$ cat src/logic/drive_terminal_pkg.sv
// shared constants, types and register map of the drive terminal block
package drive_terminal_pkg;
  // register byte offsets and terminal counts
  localparam logic [7:0] OFS_CODE0   = 8'h00; // five open-collector codes, then two relays
  localparam logic [7:0] OFS_STOPSEL = 8'h1C;
  localparam logic [7:0] OFS_CTRL    = 8'h20;
  localparam logic [7:0] OFS_INSEL0  = 8'h24; // four general input selects
  localparam logic [7:0] OFS_STATUS  = 8'h34;
  localparam int         NUM_OUT     = 7;
  localparam int         NUM_GEN     = 4;
  // values after reset
  localparam logic [15:0] RST_RELAY1  = 16'h0063;
  localparam logic [15:0] RST_RELAY2  = 16'h270F;
  localparam logic [15:0] RST_STOPSEL = 16'h270F;
  localparam logic [15:0] RST_INSEL   = 16'h0000;
  // function code and stop selection values
  localparam logic [15:0] CODE_NONE   = 16'h270F;
  localparam logic [15:0] CODE_NEG    = 16'h0064;
  localparam logic [15:0] CODE_LIMIT  = 16'h00C8;
  localparam logic [15:0] CODE_STOPIN = 16'h0019;
  localparam logic [15:0] SEL_COAST_HI = 16'h0064;
  localparam logic [15:0] SEL_SD_LO   = 16'h03E8;
  localparam logic [15:0] SEL_SD_HI   = 16'h044C;
  localparam logic [15:0] SEL_SD_DEC  = 16'h22B8;
  // timing and percentage thresholds
  localparam int          CLK_MHZ     = 100;
  localparam int          SEC_US      = 1000000;
  localparam int          SEC_CYCLES  = CLK_MHZ * SEC_US;
  localparam logic [3:0]  READY_CYCLES = 4'hF;
  localparam logic [6:0]  PCT_PRE     = 7'h55;
  localparam logic [6:0]  PCT_FULL    = 7'h64;

  // start sequencing states
  typedef enum logic [4:0] {
    ST_IDLE  = 5'b00001,
    ST_RUN   = 5'b00010,
    ST_DECEL = 5'b00100,
    ST_WAIT  = 5'b01000,
    ST_COAST = 5'b10000
  } run_state_e;

  // terminal inputs
  typedef struct packed {
    logic               fwd;
    logic               rev;
    logic               shutoff;
    logic               jog;
    logic [NUM_GEN-1:0] gen;
  } term_s;

  // measurements and conditions from the drive core
  typedef struct packed {
    logic [15:0] out_freq;
    logic [15:0] set_freq;
    logic [15:0] start_freq;
    logic [15:0] fu_level;
    logic [15:0] fu_rev_level;
    logic [15:0] fu2_level;
    logic [15:0] current;
    logic [15:0] cur_level;
    logic [15:0] cur_qual;
    logic [15:0] power;
    logic [15:0] pow_level;
    logic [15:0] pow_qual;
    logic [15:0] brake_use;
    logic [15:0] brake_limit;
    logic [15:0] thermal;
    logic [15:0] thermal_trip;
    logic        stall;
    logic        power_fail;
    logic        fault;
    logic        panel;
  } meas_s;
endpackage

$ cat src/logic/drive_terminal.sv
// start decoding, self-holding latch and status output selection of a drive
//
// Decided for this implementation: the register offsets and register access over AHB-Lite.
`timescale 1ns/10ps
// What this block does
// - two-wire: one input runs, none/both stop
// - start/direction mode for 1000-1100 or 8888
// - coast modes coast when start drops
// - coast after programmed delay in seconds
// - stop input on enables self-holding triggers
// - start pulse is latched and keeps running
// - stop input off clears hold, decelerates
// - jog enabled ignores stop input
// - output shutoff keeps the start latch
// - output shutoff cuts output immediately
// - code 25 routes stop to terminal
// - codes 0-99 positive, 100-199 inverted
// - output codes reset to documented defaults
// - relays refuse codes 92 and 93
// - running flag above starting frequency
// - reached flag at set frequency
// - overload flag during stall prevention
// - frequency detect with reverse threshold
// - brake pre-alarm at 85 percent
// - thermal pre-alarm 85, trip 100 percent
// - ready flag after reset sequence
// - overcurrent flag after qualification time
// - low power flag after qualification time
module drive_terminal #(
  parameter int SEC_CYC = drive_terminal_pkg::SEC_CYCLES
) (
  // clock and reset
  input  wire logic                       core_clk_i,
  input  wire logic                       rst_n_i,
  // ahb-lite slave
  input  wire logic                       hsel_i,
  input  wire logic [31:0]                haddr_i,
  input  wire logic [1:0]                 htrans_i,
  input  wire logic                       hwrite_i,
  input  wire logic [2:0]                 hsize_i,
  input  wire logic [31:0]                hwdata_i,
  input  wire logic                       hready_i,
  output logic      [31:0]                hrdata_o,
  output logic                            hreadyout_o,
  output logic                            hresp_o,
  // terminals and drive core
  input  wire drive_terminal_pkg::term_s  term_i,
  input  wire drive_terminal_pkg::meas_s  meas_i,
  // drive commands
  output logic                            run_o,
  output logic                            reverse_o,
  output logic                            decel_o,
  output logic                            output_cut_o,
  output logic                            thermal_trip_o,
  // status terminals
  output logic [4:0]                      oc_out_o,
  output logic [1:0]                      relay_o
);

  // map a function code onto its flag, inverted for the upper range
  function automatic logic pick_flag(input logic [15:0] code, input logic [13:0] f, input logic fault_alarm_flag);
    logic [15:0] b;
    logic        v;
    b = (code >= drive_terminal_pkg::CODE_NEG) ? code - drive_terminal_pkg::CODE_NEG : code;
    // unlisted flags (6, 9) are tied low, so a plain index covers the table
    v = (b < 16'h000E) ? f[b[3:0]] : (b == 16'h0063) && fault_alarm_flag;
    pick_flag = (code < drive_terminal_pkg::CODE_LIMIT) && ((code >= drive_terminal_pkg::CODE_NEG) ? ~v : v);
  endfunction

  // code accepted for a terminal; relays refuse the 92/93 pair
  function automatic logic code_ok(input logic [15:0] code, input logic relay);
    logic [15:0] b;
    b = (code >= drive_terminal_pkg::CODE_NEG) ? code - drive_terminal_pkg::CODE_NEG : code;
    code_ok = (code == drive_terminal_pkg::CODE_NONE) ||
              ((code < drive_terminal_pkg::CODE_LIMIT) && !(relay && (b == 16'h005C || b == 16'h005D)));
  endfunction

  // value reached a percentage of a limit
  function automatic logic pct_at(input logic [15:0] v, input logic [15:0] lim, input logic [6:0] pct);
    pct_at = ({7'h00, v} * 23'(drive_terminal_pkg::PCT_FULL)) >= ({7'h00, lim} * 23'(pct));
  endfunction

  logic [15:0]                      code [drive_terminal_pkg::NUM_OUT];
  logic [15:0]                      insel [drive_terminal_pkg::NUM_GEN];
  logic [15:0]                      stop_sel, oc_cnt, zc_cnt, delay_s;
  drive_terminal_pkg::term_s        sy1, sy2, sy3;
  drive_terminal_pkg::run_state_e   state, next_state;
  logic [31:0]                      sub_cnt, rd_mux;
  logic [6:0]                       sec_cnt;
  logic [3:0]                       por_cnt;
  logic [7:0]                       dp_addr;
  logic [13:0]                      flags;
  logic                             jog_en, held_f, held_r, hold_q, dp_act, dp_wr, stop_lvl, jog_act;
  logic                             hold_mode, sd_mode, coast_mode, lvl_f, lvl_r, cmd_run, cmd_rev;
  logic                             stopped, delay_done, ready;
  // two-flop synchroniser, third stage for edge detection
  always_ff @(posedge core_clk_i or negedge rst_n_i) begin
    if (!rst_n_i) begin
      {sy3, sy2, sy1} <= '0;
    end else begin
      {sy3, sy2, sy1} <= {sy2, sy1, term_i};
    end
  end
  // stop input found on any terminal selected for it
  always_comb begin
    stop_lvl = 1'b0;
    for (int i = 0; i < drive_terminal_pkg::NUM_GEN; i++) begin
      stop_lvl = stop_lvl | (sy2.gen[i] && insel[i] == drive_terminal_pkg::CODE_STOPIN);
    end
  end
  // mode decode from the stop input, the jog terminal and the stop selection setting
  assign jog_act    = sy2.jog && jog_en;
  assign hold_mode  = stop_lvl && !jog_act;
  assign sd_mode    = (stop_sel >= drive_terminal_pkg::SEL_SD_LO && stop_sel <= drive_terminal_pkg::SEL_SD_HI) ||
                      stop_sel == drive_terminal_pkg::SEL_SD_DEC;
  assign coast_mode = stop_sel <= drive_terminal_pkg::SEL_COAST_HI ||
                      (stop_sel >= drive_terminal_pkg::SEL_SD_LO && stop_sel <= drive_terminal_pkg::SEL_SD_HI);
  assign delay_s    = (stop_sel >= drive_terminal_pkg::SEL_SD_LO) ? stop_sel - drive_terminal_pkg::SEL_SD_LO
                                                                  : stop_sel;
  // self-holding latch; shutoff is deliberately not part of the clear
  always_ff @(posedge core_clk_i or negedge rst_n_i) begin
    if (!rst_n_i) begin
      held_f <= 1'b0;
      held_r <= 1'b0;
      hold_q <= 1'b0;
    end else begin
      hold_q <= hold_mode;
      if (!stop_lvl && !jog_act) begin
        held_f <= 1'b0;
        held_r <= 1'b0;
      end else if (hold_mode) begin
        if (sy2.fwd && !sy3.fwd) begin
          held_f <= 1'b1;
          if (!sd_mode) begin
            held_r <= 1'b0;
          end
        end else if (sy2.rev && !sy3.rev && !sd_mode) begin
          held_r <= 1'b1;
          held_f <= 1'b0;
        end
      end
    end
  end

  // command decode: held triggers in 3-wire, levels in 2-wire
  assign lvl_f      = hold_mode ? held_f : sy2.fwd;
  assign lvl_r      = (hold_mode && !sd_mode) ? held_r : sy2.rev;
  assign cmd_run    = sd_mode ? lvl_f : lvl_f ^ lvl_r;
  assign cmd_rev    = sd_mode ? lvl_f && lvl_r : lvl_r && !lvl_f;
  assign stopped    = meas_i.out_freq == 16'h0000;
  assign delay_done = (sec_cnt == delay_s[6:0]);
  // run sequencing
  always_comb begin
    next_state = state;
    case (state)
      drive_terminal_pkg::ST_IDLE: begin
        if (cmd_run) begin
          next_state = drive_terminal_pkg::ST_RUN;
        end
      end
      drive_terminal_pkg::ST_RUN: begin
        if (!cmd_run) begin
          // a stop-input release always decelerates, even in coast modes
          if (coast_mode && !(hold_q && !hold_mode)) begin
            next_state = drive_terminal_pkg::ST_WAIT;
          end else begin
            next_state = drive_terminal_pkg::ST_DECEL;
          end
        end
      end
      drive_terminal_pkg::ST_WAIT: begin
        if (cmd_run) begin
          next_state = drive_terminal_pkg::ST_RUN;
        end else if (delay_done) begin
          next_state = drive_terminal_pkg::ST_COAST;
        end
      end
      drive_terminal_pkg::ST_DECEL,
      drive_terminal_pkg::ST_COAST: begin
        if (cmd_run) begin
          next_state = drive_terminal_pkg::ST_RUN;
        end else if (stopped) begin
          next_state = drive_terminal_pkg::ST_IDLE;
        end
      end
      default: next_state = drive_terminal_pkg::ST_IDLE;
    endcase
  end

  always_ff @(posedge core_clk_i or negedge rst_n_i) begin
    if (!rst_n_i) begin
      state <= drive_terminal_pkg::ST_IDLE;
    end else begin
      state <= next_state;
    end
  end
  // coast delay timer: sub-second prescaler, then whole seconds
  always_ff @(posedge core_clk_i or negedge rst_n_i) begin
    if (!rst_n_i) begin
      sub_cnt <= '0;
      sec_cnt <= '0;
    end else if (state != drive_terminal_pkg::ST_WAIT) begin
      sub_cnt <= '0;
      sec_cnt <= '0;
    end else if (!delay_done) begin
      if (sub_cnt == 32'(SEC_CYC - 1)) begin
        sub_cnt <= '0;
        sec_cnt <= sec_cnt + 7'h01;
      end else begin
        sub_cnt <= sub_cnt + 32'h1;
      end
    end
  end
  // drive commands; shutoff forces run off and output cut, while decel and reverse still follow the sequencer
  always_ff @(posedge core_clk_i or negedge rst_n_i) begin
    if (!rst_n_i) begin
      run_o          <= 1'b0;
      reverse_o      <= 1'b0;
      decel_o        <= 1'b0;
      output_cut_o   <= 1'b1;
      thermal_trip_o <= 1'b0;
    end else begin
      run_o        <= (next_state == drive_terminal_pkg::ST_RUN || next_state == drive_terminal_pkg::ST_WAIT)
                      && !sy2.shutoff;
      decel_o      <= next_state == drive_terminal_pkg::ST_DECEL;
      output_cut_o <= sy2.shutoff || next_state == drive_terminal_pkg::ST_COAST ||
                      next_state == drive_terminal_pkg::ST_IDLE;
      if (cmd_run) begin
        reverse_o <= cmd_rev;
      end
      thermal_trip_o <= pct_at(meas_i.thermal, meas_i.thermal_trip, drive_terminal_pkg::PCT_FULL);
    end
  end
  // power-on sequence and current/power qualification counters
  always_ff @(posedge core_clk_i or negedge rst_n_i) begin
    if (!rst_n_i) begin
      por_cnt <= '0;
      oc_cnt  <= '0;
      zc_cnt  <= '0;
    end else begin
      if (por_cnt != drive_terminal_pkg::READY_CYCLES) begin
        por_cnt <= por_cnt + 4'h1;
      end
      if (meas_i.current <= meas_i.cur_level) begin
        oc_cnt <= '0;
      end else if (oc_cnt != 16'hFFFF) begin
        oc_cnt <= oc_cnt + 16'h1;
      end
      if (meas_i.power >= meas_i.pow_level) begin
        zc_cnt <= '0;
      end else if (zc_cnt != 16'hFFFF) begin
        zc_cnt <= zc_cnt + 16'h1;
      end
    end
  end
  // status flags indexed by base function code
  assign ready = por_cnt == drive_terminal_pkg::READY_CYCLES && !meas_i.fault && !sy2.shutoff;
  always_comb begin
    flags     = '0;
    flags[0]  = run_o && meas_i.out_freq >= meas_i.start_freq;
    flags[1]  = run_o && meas_i.out_freq >= meas_i.set_freq;
    flags[2]  = meas_i.power_fail;
    flags[3]  = meas_i.stall;
    flags[4]  = meas_i.out_freq >= (reverse_o ? meas_i.fu_rev_level : meas_i.fu_level);
    flags[5]  = meas_i.out_freq >= meas_i.fu2_level;
    flags[7]  = pct_at(meas_i.brake_use, meas_i.brake_limit, drive_terminal_pkg::PCT_PRE);
    flags[8]  = pct_at(meas_i.thermal, meas_i.thermal_trip, drive_terminal_pkg::PCT_PRE);
    flags[10] = meas_i.panel;
    flags[11] = ready;
    flags[12] = oc_cnt > meas_i.cur_qual;
    flags[13] = zc_cnt > meas_i.pow_qual;
  end

  // status terminals
  always_ff @(posedge core_clk_i or negedge rst_n_i) begin
    if (!rst_n_i) begin
      oc_out_o <= '0;
      relay_o  <= '0;
    end else begin
      for (int i = 0; i < 5; i++) begin
        oc_out_o[i] <= pick_flag(code[i], flags, meas_i.fault);
      end
      relay_o[0] <= pick_flag(code[5], flags, meas_i.fault);
      relay_o[1] <= pick_flag(code[6], flags, meas_i.fault);
    end
  end

  // ahb-lite: zero wait states, always okay
  assign hreadyout_o = 1'b1;
  assign hresp_o     = 1'b0;

  // address phase capture
  always_ff @(posedge core_clk_i or negedge rst_n_i) begin
    if (!rst_n_i) begin
      dp_act  <= 1'b0;
      dp_wr   <= 1'b0;
      dp_addr <= '0;
    end else if (hready_i) begin
      dp_act  <= hsel_i && htrans_i[1];
      dp_wr   <= hwrite_i;
      dp_addr <= haddr_i[7:0];
    end
  end

  // read mux; unmapped words read as zero
  always_comb begin
    rd_mux = '0;
    for (int i = 0; i < drive_terminal_pkg::NUM_OUT; i++) begin
      if (haddr_i[7:0] == drive_terminal_pkg::OFS_CODE0 + 8'(4 * i)) begin
        rd_mux = {16'h0000, code[i]};
      end
    end
    for (int i = 0; i < drive_terminal_pkg::NUM_GEN; i++) begin
      if (haddr_i[7:0] == drive_terminal_pkg::OFS_INSEL0 + 8'(4 * i)) begin
        rd_mux = {16'h0000, insel[i]};
      end
    end
    case (haddr_i[7:0])
      drive_terminal_pkg::OFS_STOPSEL: rd_mux = {16'h0000, stop_sel};
      drive_terminal_pkg::OFS_CTRL:    rd_mux = {31'h0, jog_en};
      drive_terminal_pkg::OFS_STATUS:  rd_mux = {16'h0, held_r, held_f, hold_mode, output_cut_o, decel_o,
                                                 reverse_o, run_o, state, oc_out_o[3:0]} | {9'h0, relay_o, oc_out_o[4],
                                                 20'h0};
      default: ;
    endcase
  end

  // read data registered at the address phase, valid in the data phase
  always_ff @(posedge core_clk_i or negedge rst_n_i) begin
    if (!rst_n_i) begin
      hrdata_o <= '0;
    end else if (hready_i && hsel_i && htrans_i[1] && !hwrite_i) begin
      hrdata_o <= rd_mux;
    end
  end

  // register writes in the data phase; refused codes leave the old value
  always_ff @(posedge core_clk_i or negedge rst_n_i) begin
    if (!rst_n_i) begin
      for (int i = 0; i < 5; i++) begin
        code[i] <= 16'(i);
      end
      code[5]  <= drive_terminal_pkg::RST_RELAY1;
      code[6]  <= drive_terminal_pkg::RST_RELAY2;
      for (int i = 0; i < drive_terminal_pkg::NUM_GEN; i++) begin
        insel[i] <= drive_terminal_pkg::RST_INSEL;
      end
      stop_sel <= drive_terminal_pkg::RST_STOPSEL;
      jog_en   <= 1'b0;
    end else if (dp_act && dp_wr) begin
      for (int i = 0; i < drive_terminal_pkg::NUM_OUT; i++) begin
        if (dp_addr == drive_terminal_pkg::OFS_CODE0 + 8'(4 * i) && code_ok(hwdata_i[15:0], i >= 5)) begin
          code[i] <= hwdata_i[15:0];
        end
      end
      for (int i = 0; i < drive_terminal_pkg::NUM_GEN; i++) begin
        if (dp_addr == drive_terminal_pkg::OFS_INSEL0 + 8'(4 * i)) begin
          insel[i] <= hwdata_i[15:0];
        end
      end
      if (dp_addr == drive_terminal_pkg::OFS_STOPSEL) begin
        stop_sel <= hwdata_i[15:0];
      end
      if (dp_addr == drive_terminal_pkg::OFS_CTRL) begin
        jog_en <= hwdata_i[0];
      end
    end
  end

endmodule // drive_terminal

$ cat config.mk
export PLATFORM = sky130hd
export DESIGN_NAME = drive_terminal
export DESIGN_NICKNAME = d
export VERILOG_FILES = /design/src/logic/drive_terminal_pkg.sv /design/src/logic/drive_terminal.sv
export SDC_FILE = /design/constraint.sdc
export NUM_CORES = 1
export LEC_CHECK = 0
export BUFFER_PORTS_ARGS = -buffer_cell sky130_fd_sc_hd__buf_2
export CAP_MARGIN = 30
export CORE_MARGIN = 2
export CORE_UTILIZATION = 30
export DETAILED_ROUTE_END_ITERATION = 6
export PLACE_DENSITY = 0.45
export SLEW_MARGIN = 20
export SYNTH_ARGS = -nofsm -noshare
export SYNTH_HDL_FRONTEND = slang
export SYNTH_SLANG_ARGS = --single-unit
$ cat constraint.sdc
create_clock -name core_clk_i -period 4.9 [get_ports core_clk_i]
set_clock_uncertainty 0.15 [all_clocks]
set_input_delay 0.98 -clock core_clk_i [delete_from_list [all_inputs] [get_ports core_clk_i]]
set_output_delay 0.98 -clock core_clk_i [all_outputs]
set_load 0.02 [all_outputs]
# Word level (Yosys, flattened, before mapping)
# Cells that the tools add are included.
# W data, S select, Z words.
[totals]
reg_bits = 348
in_bits = 342
output_inout_bits = 46
wordCells = 353
[classes]
n_addsub = 14
mul = 5
order_cmp = 44
eq_ne = 59
n_mux = 81
n_bitwise = 12
reduce_logical = 93
[op_table]
columns = ["operator", "n"]
rows = [
  ["$mux W32", 13],
  ["$mux W16", 14],
  ["$eq A16 B7 Y1 const B", 9],
  ["$ge A16 B7 Y1 const B", 8],
  ["$lt A16 B8 Y1 const B", 8],
  ["$sub A16 B7 Y16 const B", 8],
  ["$lt A16 B4 Y1 const B", 7],
  ["$pmux W32 S3", 1],
  ["$eq A8 B6 Y1 const B", 11],
  ["$ge A16 B16 Y1", 5],
  ["$ge A23 B23 Y1", 3],
  ["$eq A16 B5 Y1 const B", 4],
  ["$eq A8 B5 Y1 const B", 8],
  ["$mul A16 B5 Y21 const B", 3],
  ["$logic_and A1 B1 Y1", 48],
  ["$mul A16 B7 Y23 const B", 2],
  ["$lt A4 B5 Y1 const B", 7],
  ["$mux W1", 34],
  ["$add A16 B1 Y16 const B", 2],
  ["$add A32 B1 Y32 const B", 1],
  ["$eq A16 B14 Y1 const B", 2],
  ["$eq A32 B27 Y1 const B", 1],
  ["$eq A8 B4 Y1 const B", 4],
  ["$gt A16 B16 Y1", 2],
  ["38 further kinds", 103],
]

# Depth between registers and ports, before layout
[depth]
ltp_word = 16
depth_mapped = 31
ltp_nobuf = 31

# Worst setup path before layout
# OpenSTA, ideal clock, no wires.
[synth_timing]
path_type = "in2reg"
start = "input meas_i[37] (netlist bit)"
end = "register oc_out_o[4]"
setup_time_ps = 105
t_arrival_ps = 6714
required_time_ps = 4645
path_slack_ps = -2069
cell_stages = 29
path_buffers = 0
cell_sequence = "ha_1 inv_1 fa_1 inv_1 ha_1 inv_1 fa_1 inv_1 ha_1 and4_1 o31ai_1 o21ai_0 or4_1 a31oi_1 o21bai_1 a21oi_1 xor2_1 ha_1 a21o_1 a21o_1 a21oi_1 o21ai_0 a21o_1 nand2b_1 nand3_1 a22oi_1 a31oi_1 mux2i_1 nor4b_1"
[synth_via]
elab_chain_cells = 8
[synth_rtl]
columns = ["element", "line", "rtl"]
rows = [
  ["start: declaration", "drive_terminal.sv:48", "input wire drive_terminal_pkg::meas_s meas_i,"],
  ["$mul A16 B7 Y23 (*)", "drive_terminal.sv:80", "pct_at = ({7'h00, v} * 23'(drive_terminal_pkg::PCT_FULL)) >= ({7'h00, lim} * 23'(pct));"],
  ["$ge A23 B23 Y1 (*)", "drive_terminal.sv:80", ""],
  ["$bmux W1 S4 (*)", "drive_terminal.sv:66", "v = (b < 16'h000E) ? f[b[3:0]] : (b == 16'h0063) && fault_alarm_flag;"],
  ["$mux W1 (not written as such) (*)", "drive_terminal.sv:66", ""],
  ["$mux W1 (*)", "drive_terminal.sv:66", ""],
  ["$not A1 Y1", "drive_terminal.sv:67", "pick_flag = (code < drive_terminal_pkg::CODE_LIMIT) && ((code >= drive_terminal_pkg::CODE_NEG) ? ~v : v);"],
  ["$mux W1 (*)", "drive_terminal.sv:67", ""],
  ["$logic_and A1 B1 Y1 (*)", "drive_terminal.sv:67", ""],
  ["end signal: indexed assignment", "drive_terminal.sv:281", "oc_out_o[i] <= pick_flag(code[i], flags, meas_i.fault);"],
  ["end: declaration", "drive_terminal.sv:56", "output logic [4:0] oc_out_o,"],
]
# Mark *: on every way between the ends. The rest lies on a longest branch, timed or not. The select of a mux whose other input is x is not followed.
# A chain may end at the register's enable or synchronous reset.

# Worst setup path after layout
[layout_timing]
start = "input meas_i[7] (netlist bit)"
end = "register oc_out_o[4]"
# Same word-level chain as after synthesis.

==> run summary <==
The checks that failed: negative setup slack. The library cells used most frequently in the layout, excluding fill and tap cells, are 445 x sky130_fd_sc_hd__ha_1, 420 x sky130_fd_sc_hd__inv_1, 320 x sky130_fd_sc_hd__buf_2. The run gives 4.577 mW as the net switching power of the design. Startpoint type of the worst setup path: a primary input. The clock power share was 26.9%. The area of the die was 108,400 sq um. The timing endpoint of the critical path was oc_out_o[4]$_DFF_PN0_. Input and output buffers added on the ports amount to 328. Global routing finished with a remaining overflow of 0. Synthesis handed over a netlist of 3,546 instances.

The tools report the number of endpoints with negative hold slack in the final report as 0. The post-route netlist has 25.65% of its cells at a drive strength greater than 1. Setup violations remaining at the end of the flow were counted as 8. Global routing used 18.52% of the available tracks. The startpoint identified for the worst register-to-register timing path is code[2]$_DFFE_PN1P_. The worst min-delay path class is reg -> reg.

For this run, the leading register cell type out of synthesis is sky130_fd_sc_hd__dfrtp_1. Entering global routing, the biggest net connects 89 pins. For this run, the top clock speed supported by timing is 0.1610 GHz.

The setup path with the least slack is of type in -> reg. The post-detailed-placement half-perimeter wirelength came out at 80,330 um. At the pin with the least slew margin, the transition time is 0.8288 ns. Internal power comes to 8.026 mW. Sequential cells were found to cover 26.52% of the synthesized design area. The routed layout has 27,410 vias. Net switching is 36.32% of the power. Number of standard cells in the final layout excluding fillers: 5,543.

The die is 329.2 um tall. In this run, synthesis inferred 0 flip-flops with an integrated enable. Clock-pin slew was measured on the worst setup and hold paths at 0.06 ns. The net count of the finished layout is 5,024. The run gives 10,860 as the number of fillers in the final layout. The sort of element at the end of the critical path is a flip-flop. The run gives 105,100 sq um as the placeable core region. The logs give 5,438 for the instance count after placement with tap cells included and 30.19% for the initial core utilization. Per report_power, the sequential group accounts for 23.9% of the total.

In this run the remaining antenna-violating nets after routing total 0. TritonCTS built the clock tree. Number of pins exceeding their max-slew limit in the final report: 0. Yosys printed 0 warnings.

The post-synthesis register bit count was 335; the cell row count was 119. Depth of the most critical reg-to-reg path: 13. The post-layout minimum cycle time is 6.209 ns, and the average wire per standard cell is 18.02 um. The run finished, with violations left. The area growth from synthesis to layout is 24.54%.

The tools report the maximum vdd ir drop as 0.0002712 V. The number of antenna violations at the first check in global routing was 11. After layout, the worst path uses 126.7% of the clock period. The run gives 0 as the max-capacitance violation count. The clock reaches the later pin of the worst-skew pair after 0.61 ns. The setup check on the worst reg-to-reg path leaves a slack of 0.95 ns. Cell repeated most along the worst path: sky130_fd_sc_hd__inv_2. In this run the power density over the cells is 318.9 nW/um^2. Of all flip-flops after synthesis, the portion carrying an async set or reset was 100.0%. The first global-routing pass estimated 159,100 um of wire.

The share of total power in combinational logic is 49.3%. The number of design-rule violations left by the first detailed-router iteration is 1,400. The highest cell delay on the worst timing path works out to 0.51 ns. The slowest stage of the critical path is the sky130_fd_sc_hd__fa_1 cell.

After detailed routing, the number of vias per cell comes to 4.946. Headroom to the max-slew limit came out at 44.61%. The count of TritonRoute iterations in the first routing pass was 6; the least setup slack across all paths after layout was -1.309 ns. The run gives 2 as the maximum level of the CTS H-tree. Along the worst path, the maximum fanout reaches 3.

Setup repair after global routing could not meet its margin everywhere. The endpoint identified for the worst register-to-register timing path is relay_o[1]$_DFF_PN0_. The number of primary I/O pins is 388.

The logs give 335 for the total number of clock tree sinks and 6.57 ns for the arrival time at the worst endpoint. The tools report the hold-fix buffer count after cts as 0. After synthesis, the mean cell area works out to 8.949 sq um. For this run, design rule violations remaining after detail routing come to 0.

For the number of unique standard cell types used by synthesis, the log shows 94. The via count of the first global-routing pass is 27,980, and the netlist area before placement is 31,730 sq um. No sink is reached through more buffers than the 3 on the longest clock path. The final wirelength was 99,890 um. Tracing the worst setup path back leads to its startpoint at meas_i[7]. The required time of the critical path is 5.26 ns, and the leakage power of the design is 19.26 nW.

The logs give 0.8518 for the placer congestion estimate and -9.159 ns for the total negative slack for setup checks. The library cell used most frequently in the layout, excluding fill and tap cells, is sky130_fd_sc_hd__ha_1. For the number of clock buffers inserted by TritonCTS, the log shows 43. From left edge to right edge, the die measures 329.2 um. The tools report the library cell used as clock root buffer as sky130_fd_sc_hd__clkbuf_16.
==> flip-flops by register name (all words and copies together), names as in the netlist, 2 cells and up <==
signal	flops
sec_cnt	7
zc_cnt	16
stop_sel	16
oc_out_o	5
insel	64
oc_cnt	16
por_cnt	4
state	5
sy3	2
sy2	8
sub_cnt	32
sy1	8
relay_o	2
dp_addr	8
hrdata_o	19
code	112
==> synth_stat cells (all sizes together) (41+ instances only) <==
master | n | area, sq um
ha | 486 | 6081
inv | 435 | 1633
dfrtp | 308 | 7707
nor2 | 245 | 934.6
nand2 | 205 | 769.5
o21ai | 187 | 939.7
mux2 | 142 | 1629
a21oi | 135 | 675.7
clkbuf | 117 | 439.2
nand3 | 97 | 485.5
xnor2 | 96 | 840.8
fa | 81 | 1622
nor3 | 77 | 412.9
xor2 | 74 | 648.1
nor2b | 70 | 437.9
nand4 | 68 | 431.7
a21o | 56 | 420.4
a31oi | 50 | 312.8
a22oi | 48 | 360.4
nor4 | 46 | 300.3
mux2i | 41 | 410.4
==> metrics by stage <==
stage          worst slack [ns]  hold WS, ns  utilization (%)  area (sq um)  power, mW
5_1_grt                  -1.750       0.2040            37.60         39520      13.72
3_5_place_dp             -2.227       0.1847            35.42         37230      8.912
4_1_cts                  -1.366       0.1952            37.38         39300      12.76
3_3_place_gp             -2.112       0.1841            35.41         37220      8.898
6_report                 -1.309       0.1895            37.60         39520      12.60
2_1_floorplan            -1.608       0.1812                -         32100      6.593
==> power groups by stage <==
stage	registers [mW]	logic [mW]	clock network [mW]
after global placement	3.06	5.84	0
after CTS	3.01	6.27	3.48
final	3.01	6.21	3.39
after global routing	3.02	7.11	3.60
after detailed placement	3.06	5.85	0
after floorplan	3.00	3.59	0
==> how the worst min path moves through the flow <==
stage	startpoint	endpoint	slack, ns	depth (start not counted)
after floorplan	sy1[0]$_DFF_PN0_	sy2[0]$_DFF_PN0_	0.18	0
after CTS	rst_n_i	sub_cnt[18]$_DFFE_PN0P_	0.20	1
after global placement	sy1[4]$_DFF_PN0_	sy2[4]$_DFF_PN0_	0.18	0
after global routing	sy1[4]$_DFF_PN0_	sy2[4]$_DFF_PN0_	0.20	0
final	sy1[4]$_DFF_PN0_	sy2[4]$_DFF_PN0_	0.19	0
after detailed placement	sy1[4]$_DFF_PN0_	sy2[4]$_DFF_PN0_	0.18	0
==> metal layers <==
metal  global-route usage (%)  routed length (um)  vias to the layer above
li1                         -                   -                    13690
met1                    24.15               45170                    13080
met2                    32.73               48920                      516
met3                    1.975                3541                      118
met4                    4.348                2221                        4
met5                        0                  31                        -
==> cell type report <==
class	count	area, sq um	share of cell area, %
repair buffers	656	4262	10.78
well taps	1391	1740	4.404
clock inverters	19	260.3	0.6585
clock buffers	59	1246	3.153
diodes	4	10.01	0.02533
inverters	437	1643	4.157
flip-flops and latches	335	8417	21.30
multi-input cells	2642	21940	55.52
==> worst max-delay path, delay by kind of cell <==
kind / cells / cell delay, ns
AOI/OAI and AO/OA: 16 / 2.39
adders and majority gates: 6 / 2.01
buffers and inverters: 7 / 0.52
and+or+nand+nor: 2 / 0.35
xor gates and xnor gates: 1 / 0.18
muxes: 1 / 0.12
==> kinds of logic after synthesis <==
| group | synth area share [%] |
|---|---|
| compound gates | 14.79 |
| xor+xnor | 4.692 |
| fa+ha+maj | 24.27 |
| buf+inv | 7.219 |
| flops | 26.52 |
| mux | 6.569 |
| other cells | 0.02367 |
| simple gates | 15.91 |
==> timing repair <==
action,4_1_cts,5_1_grt
pin swaps,108,50
cloned,0,0
endpoints found under the setup margin,8,8
setup buffers,18,5
resized for setup,90,29
Power figures use the tool's default switching activity.
